===== config.mk =====
export PLATFORM = sky130hd
export DESIGN_NAME = cid_dispatch
export DESIGN_NICKNAME = d
export VERILOG_FILES = /design/src/pkg/cid_pkg.sv /design/src/logic/cid_dispatch.sv
export SDC_FILE = /design/constraint.sdc
export NUM_CORES = 1
export LEC_CHECK = 0
export ABC_AREA = 1
export BUFFER_PORTS_ARGS = -buffer_cell sky130_fd_sc_hd__buf_2
export CORE_MARGIN = 1.5
export CORE_UTILIZATION = 48
export CTS_CLUSTER_DIAMETER = 40
export DETAILED_ROUTE_END_ITERATION = 10
export PLACE_DENSITY = 0.95
export SLEW_MARGIN = 0
export SYNTH_ARGS = -nofsm -noshare
export SYNTH_HDL_FRONTEND = slang
export SYNTH_SLANG_ARGS = --single-unit

===== constraint.sdc =====
create_clock -name clk -period 2.7 [get_ports clk]
set_clock_uncertainty 0.05 [all_clocks]
set_input_delay 0.54 -clock clk [delete_from_list [all_inputs] [get_ports clk]]
set_output_delay 0.54 -clock clk [all_outputs]
set_load 0.05 [all_outputs]

===== src/pkg/cid_pkg.sv =====
// Purpose: Constants for the core interrupt dispatch block
// Assumes: One clk edge per Q phase, four phases per instruction cycle
// Notes: Byte offsets on a 32-bit APB register bus
package cid_pkg;

    // ==========================================================
    // Register map
    localparam logic [7:0] CID_OFS_CONTROL = 8'h00;
    localparam logic [7:0] CID_OFS_OPTION = 8'h04;
    localparam logic [7:0] CID_OFS_STATUS = 8'h08;

    // ==========================================================
    // Control register fields
    localparam int CID_BIT_GIE = 7;
    localparam int CID_BIT_PERIPHERAL_IRQ_GATE = 6;
    localparam int CID_BIT_T0IE = 5;
    localparam int CID_BIT_PINIE = 4;
    localparam int CID_BIT_PCIE = 3;
    localparam int CID_BIT_T0IF = 2;
    localparam int CID_BIT_PINIF = 1;
    localparam int CID_BIT_PCIF = 0;
    localparam logic [7:0] CID_CONTROL_RST = 8'h00;

    // Option register fields: edge select, per-pin change enables
    localparam int CID_BIT_EDGE = 8;
    localparam int CID_PC_PINS = 4;
    localparam logic [8:0] CID_OPTION_RST = 9'h100;

    // ==========================================================
    // Sequencer phases and timing
    localparam logic [1:0] CID_Q1 = 2'h0;
    localparam logic [1:0] CID_Q4 = 2'h3;
    localparam int CID_ENTRY_TCY = 3;
    localparam logic [1:0] CID_WAKE_HOLD_TCY = 2'h2;
    localparam logic [12:0] CID_VECTOR = 13'h0004;

    typedef enum logic [1:0] {
        CID_ST_IDLE,
        CID_ST_FINISH,
        CID_ST_FLUSH,
        CID_ST_CALL
    } cid_state_t;

endpackage : cid_pkg


===== src/logic/cid_dispatch.sv =====
// Purpose: Interrupt gathering, gating, wake-up and vector entry
// Assumes: Sequencer supplies q_phase; peripheral enables/flags are inputs
// Notes: pc_high_latch is never driven from here
//
// Chosen here: the register offsets and the APB register port.
`timescale 1ns/100ps
`default_nettype none

module cid_dispatch #(
    parameter int PERIPH_N = 8,
    parameter logic [7:0] PERIPH_WAKE_MASK = 8'hff
) (
    input wire logic clk,
    input wire logic rstn,
    input wire logic psel,
    input wire logic penable,
    input wire logic pwrite,
    input wire logic [7:0] paddr,
    input wire logic [31:0] pwdata,
    output logic [31:0] prdata,
    output logic pready,
    output logic pslverr,
    input wire logic [1:0] q_phase,
    input wire logic [12:0] cpu_pc,
    input wire logic sleep_mode,
    input wire logic return_from_isr,
    input wire logic ext_pin,
    input wire logic timer0_wrap,
    input wire logic [cid_pkg::CID_PC_PINS-1:0] port_pins,
    input wire logic [PERIPH_N-1:0] periph_flags,
    input wire logic [PERIPH_N-1:0] periph_enables,
    output logic flush_prefetch,
    output logic stack_push,
    output logic [12:0] stack_push_data,
    output logic pc_load,
    output logic [12:0] pc_load_value,
    output logic wake,
    output logic irq_request
);
    import cid_pkg::*;

    initial
    begin
        if (PERIPH_N < 1 || PERIPH_N > 8)
        begin
            $error("PERIPH_N must be 1 to 8");
        end
    end

    // ==========================================================
    // State
    logic [7:0] control_reg;
    logic [8:0] option_reg;
    cid_state_t state_reg;
    logic pin_prev_reg;
    logic [CID_PC_PINS-1:0] port_prev_reg;
    logic [1:0] hold_reg;
    logic [12:0] ret_addr_reg;
    logic push_reg;
    logic wake_reg;
    logic wake_cond_reg;
    logic [31:0] rdata_reg;

    logic wr_ctl;
    logic wr_opt;
    logic pin_edge;
    logic port_change;
    logic core_hits;
    logic periph_hits;
    logic accept;
    logic wake_cond;
    logic [PERIPH_N-1:0] wake_mask;

    function automatic logic addr_mapped(input logic [7:0] a);
        if (a == CID_OFS_CONTROL)
            return 1'b1;
        else if (a == CID_OFS_OPTION)
            return 1'b1;
        else if (a == CID_OFS_STATUS)
            return 1'b1;
        else
            return 1'b0;
    endfunction : addr_mapped

    // ==========================================================
    // APB slave, zero wait states
    assign pready = 1'b1;
    assign pslverr = psel && penable && !addr_mapped(paddr);
    assign wr_ctl = psel && penable && pwrite && paddr == CID_OFS_CONTROL;
    assign wr_opt = psel && penable && pwrite && paddr == CID_OFS_OPTION;
    assign prdata = rdata_reg;

    always_ff @(posedge clk or negedge rstn)
    begin
        if (!rstn)
            rdata_reg <= 32'h0000_0000;
        else if (psel && !penable && !pwrite)
        begin
            if (paddr == CID_OFS_CONTROL)
                rdata_reg <= {24'h000000, control_reg};
            else if (paddr == CID_OFS_OPTION)
                rdata_reg <= {23'h000000, option_reg};
            else if (paddr == CID_OFS_STATUS)
                rdata_reg <= {26'h0000000, hold_reg, state_reg, sleep_mode,
                    irq_request};
            else
                rdata_reg <= 32'h0000_0000;
        end
    end

    always_ff @(posedge clk or negedge rstn)
    begin
        if (!rstn)
            option_reg <= CID_OPTION_RST;
        else if (wr_opt)
            option_reg <= pwdata[8:0];
    end

    // ==========================================================
    // Source edge detection
    // Pin flag may set in any phase, including Q4 to Q1
    assign pin_edge = option_reg[CID_BIT_EDGE] ? (ext_pin && !pin_prev_reg)
        : (!ext_pin && pin_prev_reg);
    assign port_change = |((port_pins ^ port_prev_reg)
        & option_reg[CID_PC_PINS-1:0]);

    always_ff @(posedge clk or negedge rstn)
    begin
        if (!rstn)
        begin
            pin_prev_reg <= 1'b0;
            port_prev_reg <= '0;
        end
        else
        begin
            pin_prev_reg <= ext_pin;
            port_prev_reg <= port_pins;
        end
    end

    // ==========================================================
    // Control register: set wins over software clear
    always_ff @(posedge clk or negedge rstn)
    begin
        if (!rstn)
            control_reg <= CID_CONTROL_RST;
        else
        begin
            if (wr_ctl)
                control_reg <= pwdata[7:0];
            if (accept)
                control_reg[CID_BIT_GIE] <= 1'b0;
            else if (return_from_isr)
                control_reg[CID_BIT_GIE] <= 1'b1;
            if (timer0_wrap)
                control_reg[CID_BIT_T0IF] <= 1'b1;
            if (pin_edge)
                control_reg[CID_BIT_PINIF] <= 1'b1;
            if (port_change)
                control_reg[CID_BIT_PCIF] <= 1'b1;
        end
    end

    // ==========================================================
    // Request combination
    assign core_hits = (control_reg[CID_BIT_T0IE] && control_reg[CID_BIT_T0IF])
        || (control_reg[CID_BIT_PINIE] && control_reg[CID_BIT_PINIF])
        || (control_reg[CID_BIT_PCIE] && control_reg[CID_BIT_PCIF]);
    assign periph_hits = control_reg[CID_BIT_PERIPHERAL_IRQ_GATE]
        && |(periph_flags & periph_enables);
    assign irq_request = control_reg[CID_BIT_GIE]
        && (core_hits || periph_hits);

    // Acceptance only in Q1, never during post-wake hold
    assign accept = irq_request && q_phase == CID_Q1
        && state_reg == CID_ST_IDLE && hold_reg == 2'h0 && !sleep_mode;

    // ==========================================================
    // Entry sequencer: finish, flush, call; counted in cycles only
    always_ff @(posedge clk or negedge rstn)
    begin
        if (!rstn)
            state_reg <= CID_ST_IDLE;
        else
        begin
            case (state_reg)
                CID_ST_IDLE:
                    if (accept)
                        state_reg <= CID_ST_FINISH;
                CID_ST_FINISH:
                    if (q_phase == CID_Q4)
                        state_reg <= CID_ST_FLUSH;
                CID_ST_FLUSH:
                    if (q_phase == CID_Q4)
                        state_reg <= CID_ST_CALL;
                CID_ST_CALL:
                    if (q_phase == CID_Q4)
                        state_reg <= CID_ST_IDLE;
                default:
                    state_reg <= CID_ST_IDLE;
            endcase
        end
    end

    assign flush_prefetch = state_reg == CID_ST_FLUSH;

    always_ff @(posedge clk or negedge rstn)
    begin
        if (!rstn)
            ret_addr_reg <= 13'h0000;
        else if (state_reg == CID_ST_FINISH && q_phase == CID_Q4)
            ret_addr_reg <= cpu_pc;
    end

    always_ff @(posedge clk or negedge rstn)
    begin
        if (!rstn)
            push_reg <= 1'b0;
        else
            push_reg <= state_reg == CID_ST_CALL && q_phase == CID_Q4;
    end

    // Vector entry: only return PC pushed, high latch left alone
    assign stack_push = push_reg;
    assign stack_push_data = ret_addr_reg;
    assign pc_load = push_reg;
    assign pc_load_value = CID_VECTOR;

    // ==========================================================
    // Sleep wake-up
    // Timer0 stops with the clock, so it cannot wake
    assign wake_mask = PERIPH_WAKE_MASK[PERIPH_N-1:0];
    assign wake_cond = (control_reg[CID_BIT_PINIE] && control_reg[CID_BIT_PINIF])
        || (control_reg[CID_BIT_PCIE] && control_reg[CID_BIT_PCIF])
        || (control_reg[CID_BIT_PERIPHERAL_IRQ_GATE]
        && |(periph_flags & periph_enables & wake_mask));

    // Single wake pulse per rise of the wake condition in sleep, even while the source stays pending
    always_ff @(posedge clk or negedge rstn)
    begin
        if (!rstn)
            wake_cond_reg <= 1'b0;
        else
            wake_cond_reg <= sleep_mode && wake_cond;
    end

    always_ff @(posedge clk or negedge rstn)
    begin
        if (!rstn)
            wake_reg <= 1'b0;
        else
            wake_reg <= sleep_mode && wake_cond && !wake_cond_reg;
    end

    assign wake = wake_reg;

    // Hold off entry until the instruction after sleep completes
    always_ff @(posedge clk or negedge rstn)
    begin
        if (!rstn)
            hold_reg <= 2'h0;
        else if (wake_reg)
            hold_reg <= CID_WAKE_HOLD_TCY;
        else if (hold_reg != 2'h0 && q_phase == CID_Q4)
            hold_reg <= hold_reg - 2'h1;
    end
endmodule : cid_dispatch

`default_nettype wire


# Word-level counts from Yosys, hierarchy flattened
# Index checks and enable logic that the tools add are counted.
[word_totals]
inputBits = 84
wordCells = 97
ff_bits = 74
output_inout_bits = 65
[classes]
n_eq_ne = 10
mux = 20
n_reduce_logical = 48
add_sub_neg = 1
bitwise_logic = 3
[ops]
columns = ["operator", "n"]
rows = [
  ["$logic_and 1x1->1", 23],
  ["$mux 9", 2],
  ["$mux 2", 6],
  ["$reduce_bool 2->1", 5],
  ["$mux 1", 9],
  ["$and 8x8->8", 1],
  ["$eq 8x3->1 const B", 1],
  ["$eq 8x4->1 const B", 1],
  ["$logic_not 8->1", 1],
  ["$mux 8", 1],
  ["$pmux 2 s4", 1],
  ["$reduce_or 8->1", 1],
  ["$logic_not 1->1", 7],
  ["$eq 2x2->1 const B", 3],
  ["$logic_not 2->1", 3],
  ["$mux 6", 1],
  ["$ne 2x1->1 const B", 3],
  ["$logic_or 1x1->1", 5],
  ["$and 4x4->4", 1],
  ["$reduce_and 4->1", 1],
  ["$reduce_or 4->1", 1],
  ["$xor 4x4->4", 1],
  ["$reduce_bool 3->1", 1],
  ["$eq 2x1->1 const B", 1],
  ["2 further kinds", 2],
]

# Depth between registers and ports, before layout
# Gate-level depths: netlist of the first run.
[logic_depth]
word_depth = 11
ltp_mapped = 11
mapped_depth_nobuf = 11

# Least setup slack after synthesis of the first run
# Ideal clock, no wire load.
[synth_timing]
path_type = "input port to output port"
from = "in paddr[5]"
to = "out pslverr"
t_arrival_ps = 2407
path_stages = 5
path_buffers = 1
required_time_ps = 2110
slack_ps = -297
path_cell_list = "nor2_2 > nand2_2 > nor3_4 > buf_4 > nor4_1"
[synth_between]
elab_chain_len = 6
elab_cells_between_ends = 8
classes_between = "2 x eq/ne; 3 x mux; 3 x reduce/logical"
[synth_rtl]
columns = ["element", "line_no", "rtl"]
rows = [
  ["from (decl)", "cid_dispatch.sv:18", "input wire logic [7:0] paddr,"],
  ["$eq 8x4->1", "cid_dispatch.sv:79", "else if (a == CID_OFS_STATUS)"],
  ["$mux 1", "cid_dispatch.sv:79", ""],
  ["$mux 1", "cid_dispatch.sv:77", "else if (a == CID_OFS_OPTION)"],
  ["$mux 1 (*)", "cid_dispatch.sv:75", "if (a == CID_OFS_CONTROL)"],
  ["$logic_not 1->1 (*)", "cid_dispatch.sv:88", "assign pslverr = psel && penable && !addr_mapped(paddr);"],
  ["$logic_and 1x1->1 (*)", "cid_dispatch.sv:88", ""],
  ["to (decl)", "cid_dispatch.sv:22", "output logic pslverr,"],
]
# Every way passes the cells marked *; elsewhere a longest branch is shown, timed or not.

# Final worst setup path of the first run
# Same ends and word-level chain as after synthesis.

==> results.sh, run 1 <==
export IMPL_outcome="finished, final reports clean"
export IMPL_synthFlopType="dfrtp_1"
export IMPL_finalSetupTns_ns=0
export IMPL_fin_ws_ns=0.546
export IMPL_postRouteAntennaNets=0
export IMPL_die_area_mm2=0.00619
export IMPL_start_util_pct=49.9
export IMPL_netlist_area_mm2=0.00275
export IMPL_grtUsageTotal_pct=18.5
export IMPL_placed_cell_area_mm2=0.00311
export IMPL_synth_compound_area_share_pct=12.9
export IMPL_dpl_hpwl_mm=4.39
export IMPL_nFillCells=477
export IMPL_drtIter0Drc=136
export IMPL_fin_crit_sh_pct=79.8
export IMPL_synth_mux_area_share_pct=5.33
export IMPL_areaGrowthSynthToFinish_pct=16.8
export IMPL_final_nets=467
export IMPL_final_cell_area_mm2=0.00321
export IMPL_cts_tree="done"
export IMPL_relSlewSlack_pct=39.6
export IMPL_critPathMaxFanout=7
export IMPL_post_cts_resized=0
export IMPL_synth_top_area_cell="dfrtp_1"
export IMPL_numClockSinks=51
export IMPL_worst_pin_slew_ns=0.906
export IMPL_ys_types=38
export IMPL_grt_pass1_wl_mm=8.99
export IMPL_p_leak_nw=1.75
export IMPL_vias=2174
export IMPL_postCtsSetupRepairBufs=0
export IMPL_synthTopCellsByArea="dfrtp_1 46%, buf_4 11%, nand2_1 7.9%"
export IMPL_n_antenna_cell=0
export IMPL_drive_gt1_share_pct=36.9
export IMPL_path_clk_slew_ns=0.08
export IMPL_wirelength_mm=5.58
export IMPL_die_h_um=78.7
export IMPL_drc_errors=0
export IMPL_rsz0062_at_grt="no"
export IMPL_ios=149
export IMPL_p_per_area_mw_per_mm2=817
export IMPL_cts_hold_buffers=0
export IMPL_largest_reg_flops=13
export IMPL_port_buffers=88
export IMPL_ys_seq_area_share_pct=46.5
export IMPL_synthTopCellsByCount="58 x nand2_1, 50 x dfrtp_1, 39 x buf_4, 26 x inv_1, 15 x a21oi_1"
export IMPL_clock_path_buffers=2
export IMPL_synth_simple_gate_area_share_pct=17.1
export IMPL_pre_cts_slack_ns=0.550
export IMPL_holdWs_ns=0.317
export IMPL_vdd_drop_max_mv=0.561
export IMPL_ys_warnings_count=0
export IMPL_drv_cap=0
export IMPL_grt_max_degree=43
export IMPL_ys_ff_latch=51
export IMPL_htreeDepth=2
export IMPL_rows=27
export IMPL_place_congestion=0.808
export IMPL_setup_violations=0
export IMPL_yosys_area_share_adder_pct=2.28
export IMPL_synth_most_common_cell="nand2_1"
export IMPL_fp_coreArea_mm2=0.00551
export IMPL_syn_instance_count=288
export IMPL_worstReg2RegStart="state_reg[1]"
export IMPL_syn_area_per_cell_um2=9.54
export IMPL_synth_edff_count=0
export IMPL_grt_pass1_vias=2077
export IMPL_vias_per_cell=4.82
export IMPL_routedWlPerCell_um=12.4
export IMPL_worstSkewPairLatency_ns=0.30
export IMPL_numCtsBuffers=5
export IMPL_endpoint_kind="output pin"
export IMPL_netlist_area_leader_share_pct=45.5
export IMPL_crit_required_ns=2.11
export IMPL_crit_type="in -> out"
export IMPL_die_x_um=78.7
export IMPL_dr_pass1_iters=4
export IMPL_grt_ovfl_total=0
export IMPL_synth_xor_area_share_pct=0
export IMPL_maxSlewViolCount=0
export IMPL_cts_root_buf="clkbuf_8"
export IMPL_hold_viol_final=0
export IMPL_fmax_ghz=0.464
export IMPL_critPathLaunch="paddr[5]"
export IMPL_antenna_found_initial=0
export IMPL_synth_top_family_by_area="simple AND/OR/NAND/NOR gates"
export IMPL_cp_start_kind="primary input"
export IMPL_arrival_ns=1.56
export IMPL_postSynth_asyncResetShare_pct=100
export IMPL_period_needed_ns=2.15
export IMPL_hold_class="in -> async"
## layout by cell type (no fill, tap or decap), types with 3 or more instances in the layout
cell type / count
buf_2: 88
mux2_2: 13
inv_1: 26
clkbuf_8: 7
nor2_1: 9
a22oi_1: 4
nand2_2: 3
conb_1: 37
ha_1: 5
o21ai_2: 7
nor3_4: 3
dfrtp_1: 50
nand2_1: 58
inv_2: 3
a2bb2oi_1: 6
nand3_1: 8
nor2_2: 3
a21oi_1: 15
o21ai_0: 3
o21ai_1: 6
## final cells by class
type,instances,area [um^2],share of cell area (%)
tap,72,90.1,2.80
inverter,29,109,3.39
sequential,51,1280,39.8
timing repair buffer,90,455,14.2
multi-input combinational,201,1180,36.7
clock buffer,8,100,3.12
## worst paths after layout
path / to / slack [ns] / cells after the start
max in group asynchronous: stack_push_data[3] / 1.60 / 2
min: stack_push_data[9] / 0.32 / 1
max reg2reg: stack_push_data[5] / 0.90 / 4
min reg2reg: wake / 0.37 / 1
min in group clk: port_prev_reg[2] / 0.32 / 1
max: pslverr / 0.55 / 6
## critical path: stages
cell and delay, ns:
buf_2 0.10, nor2_2 0.14, nand2_2 0.12, nor2_2 0.34
nor4_2 0.09, buf_2 0.22
## stage by stage
stage	util (%)	total power, mW	std cells
6_report	58.3	2.62	451
5_1_grt	58.3	2.77	451
4_1_cts	58.3	2.64	451
3_5_place_dp	56.5	2.18	443
3_3_place_gp	56.5	2.13	443
2_1_floorplan	-	1.94	323
## metal layers
layer,wire (um),up-vias,share of wire (%),GRT usage [%]
met5,0,-,0,0
met4,108,0,1.9,7.14
met3,445,14,8.0,3.14
met2,2930,100,53,34.9
met1,2090,1017,38,20.5
li1,-,1043,-,-
## cell families (layout without fill, tap and decap cells)
kind of cell,Yosys count,count (layout)
other cells,2,37
flops,51,51
mux,13,13
fa+ha+maj,5,5
simple gates,94,94
buf+inv,71,127
compound gates,52,52
## where the power goes
group | switching (mW) | internal [mW]
Combinational | 0.828 | 0.305
Clock | 0.236 | 0.234
Sequential | 0.0970 | 0.922
Total | 1.16 | 1.46
(Power assumes the default switching activity.)
==> run 2: changes to the inputs <==
CORE_UTILIZATION = 41   (was 48)
PLACE_DENSITY = 0.87   (was 0.95)
clock period = 1.9 ns   (was 2.7 ns; I/O delays follow)
==> results.sh, run 2 (synthesized netlist as in run 1, its figures left out) <==
export IMPL_areaGrowthSynthToFinish_pct=20.5
export IMPL_vias=2209
export IMPL_ff2ff_setup_slack_ns=0.18
export IMPL_place_congestion=0.836
export IMPL_n_antenna_cell=0
export IMPL_maxSlewViolCount=0
export IMPL_pre_cts_slack_ns=0.0961
export IMPL_reg2reg_to="state_reg[0]"
export IMPL_endpoint_kind="output pin"
export IMPL_min_from="port_pins[2]"
export IMPL_cts_root_buf="clkbuf_8"
export IMPL_largest_reg_flops=13
export IMPL_holdWs_ns=0.145
export IMPL_grt_pass1_vias=2113
export IMPL_clock_path_buffers=2
export IMPL_final_cell_mix="87 x buf_2, 58 x nand2_1, 50 x dfrtp_1, 37 x conb_1, 26 x inv_1"
export IMPL_outcome="finished with violations"
export IMPL_dr_pass1_iters=8
export IMPL_drv_cap=0
export IMPL_arrival_ns=1.44
export IMPL_worstReg2RegStart="state_reg[0]"
export IMPL_crit_type="reg -> out"
export IMPL_fmax_ghz=0.536
export IMPL_layout_commonest_cell="buf_2"
export IMPL_period_needed_ns=1.87
export IMPL_numCtsBuffers=5
export IMPL_worstSkewPairLatency_ns=0.31
export IMPL_die_x_um=84.9
export IMPL_antenna_found_initial=0
export IMPL_final_nets=474
export IMPL_wirelength_mm=5.63
export IMPL_worstHoldEndpoint="port_prev_reg[2]"
export IMPL_numClockSinks=51
export IMPL_setup_violations=0
export IMPL_grt_ovfl_total=0
export IMPL_path_clk_slew_ns=0.09
export IMPL_ios=149
export IMPL_dpl_hpwl_mm=4.50
export IMPL_vias_per_cell=4.77
export IMPL_htreeDepth=2
export IMPL_drc_errors=12
export IMPL_whs_path_depth=1
export IMPL_fin_crit_sh_pct=98.2
export IMPL_fp_coreArea_mm2=0.00642
export IMPL_fin_ws_ns=0.0338
export IMPL_critPathMaxFanout=3
export IMPL_routedWlPerCell_um=12.2
export IMPL_rows=29
export IMPL_grt_pass1_wl_mm=9.10
export IMPL_start_util_pct=42.8
export IMPL_p_per_area_mw_per_mm2=1150
export IMPL_r2r_cells=9
export IMPL_p_leak_nw=1.79
export IMPL_postRouteAntennaNets=0
export IMPL_cp_start_kind="flop"
export IMPL_grt_max_degree=23
export IMPL_port_buffers=88
export IMPL_crit_required_ns=1.47
export IMPL_violations="DRC"
export IMPL_die_area_mm2=0.00720
export IMPL_vdd_drop_max_mv=0.969
export IMPL_grtUsageTotal_pct=15.9
export IMPL_cts_tree="done"
export IMPL_drive_gt1_share_pct=38.6
export IMPL_hold_viol_final=0
export IMPL_drtIter0Drc=155
export IMPL_die_h_um=84.9
export IMPL_hold_class="in -> reg"
==> run 2: cell count changes in the layout (fill, tap and decap cells not counted), sizes merged <==
| cell | delta |
|---|---|
| clkinv | +2 |
| bufinv | +1 |
| clkbuf | -3 |
| buf | +6 |
| dlygate4sd3 | +1 |
==> run 2: how the worst max path moves through the flow <==
| stage | start | endpoint | slack [ns] |
|---|---|---|---|
| 6_report | control_reg[1] | irq_request | 0.03 |
| 5_1_grt | control_reg[1] | irq_request | -0.04 |
| 4_1_cts | control_reg[4] | irq_request | 0.003 |
| 3_5_place_dp | periph_flags[4] | irq_request | 0.1 |
| 3_3_place_gp | periph_flags[4] | irq_request | 0.16 |
| 2_1_floorplan | paddr[5] | pslverr | -0.20 |
==> run 2: repair_timing <==
item                                   CTS  global route
setup endpoints to repair                1             1
buffers inserted                         0             2
gates resized for setup                  3             1
pin swaps                                0             2
hold buffers                             1             0
endpoints found under the hold margin   19             0
==> run 2: power by group <==
| part | internal, mW | switching, mW |
|---|---|---|
| Clock | 0.392 | 0.363 |
| Sequential | 1.31 | 0.134 |
| Combinational | 0.446 | 1.18 |
==> run 2: area by class of cell <==
cell class                 count  area (um^2)
sequential                    51         1280
fill                         588         3110
timing repair buffer          97          529
tap                           77         96.3
clock inverter                 3         43.8
multi-input combinational    201         1190
clock buffer                   5         68.8
inverter                      29          109
==> run 2: per-layer routing <==
| metal | GRT usage, % | up-vias | part of all wire [%] |
|---|---|---|---|
| met5 | 0 | - | 0 |
| met3 | 3.70 | 8 | 7.7 |
| met1 | 18.0 | 1034 | 38 |
| met2 | 29.4 | 104 | 52 |
| li1 | - | 1063 | - |
| met4 | 5.22 | 0 | 1.5 |
==> run 2: worst max-delay path: stages, from the launching register on <==
cell      delay (ns)
dfrtp_1         0.39
inv_1           0.07
o21ai_2         0.18
a21oi_1         0.09
a21boi_2        0.21
buf_6           0.19
==> run 2: stage by stage <==
stage	util [%]	instance area [um^2]	total power, mW	setup TNS, ns	std cells
2_1_floorplan	-	2890	2.76	-0.203	323
3_3_place_gp	49.2	3160	3.05	0	452
3_5_place_dp	49.2	3160	3.10	0	452
4_1_cts	51.3	3290	3.87	0	461
5_1_grt	51.6	3310	4.04	-0.0420	463
6_report	51.6	3310	3.83	0	463
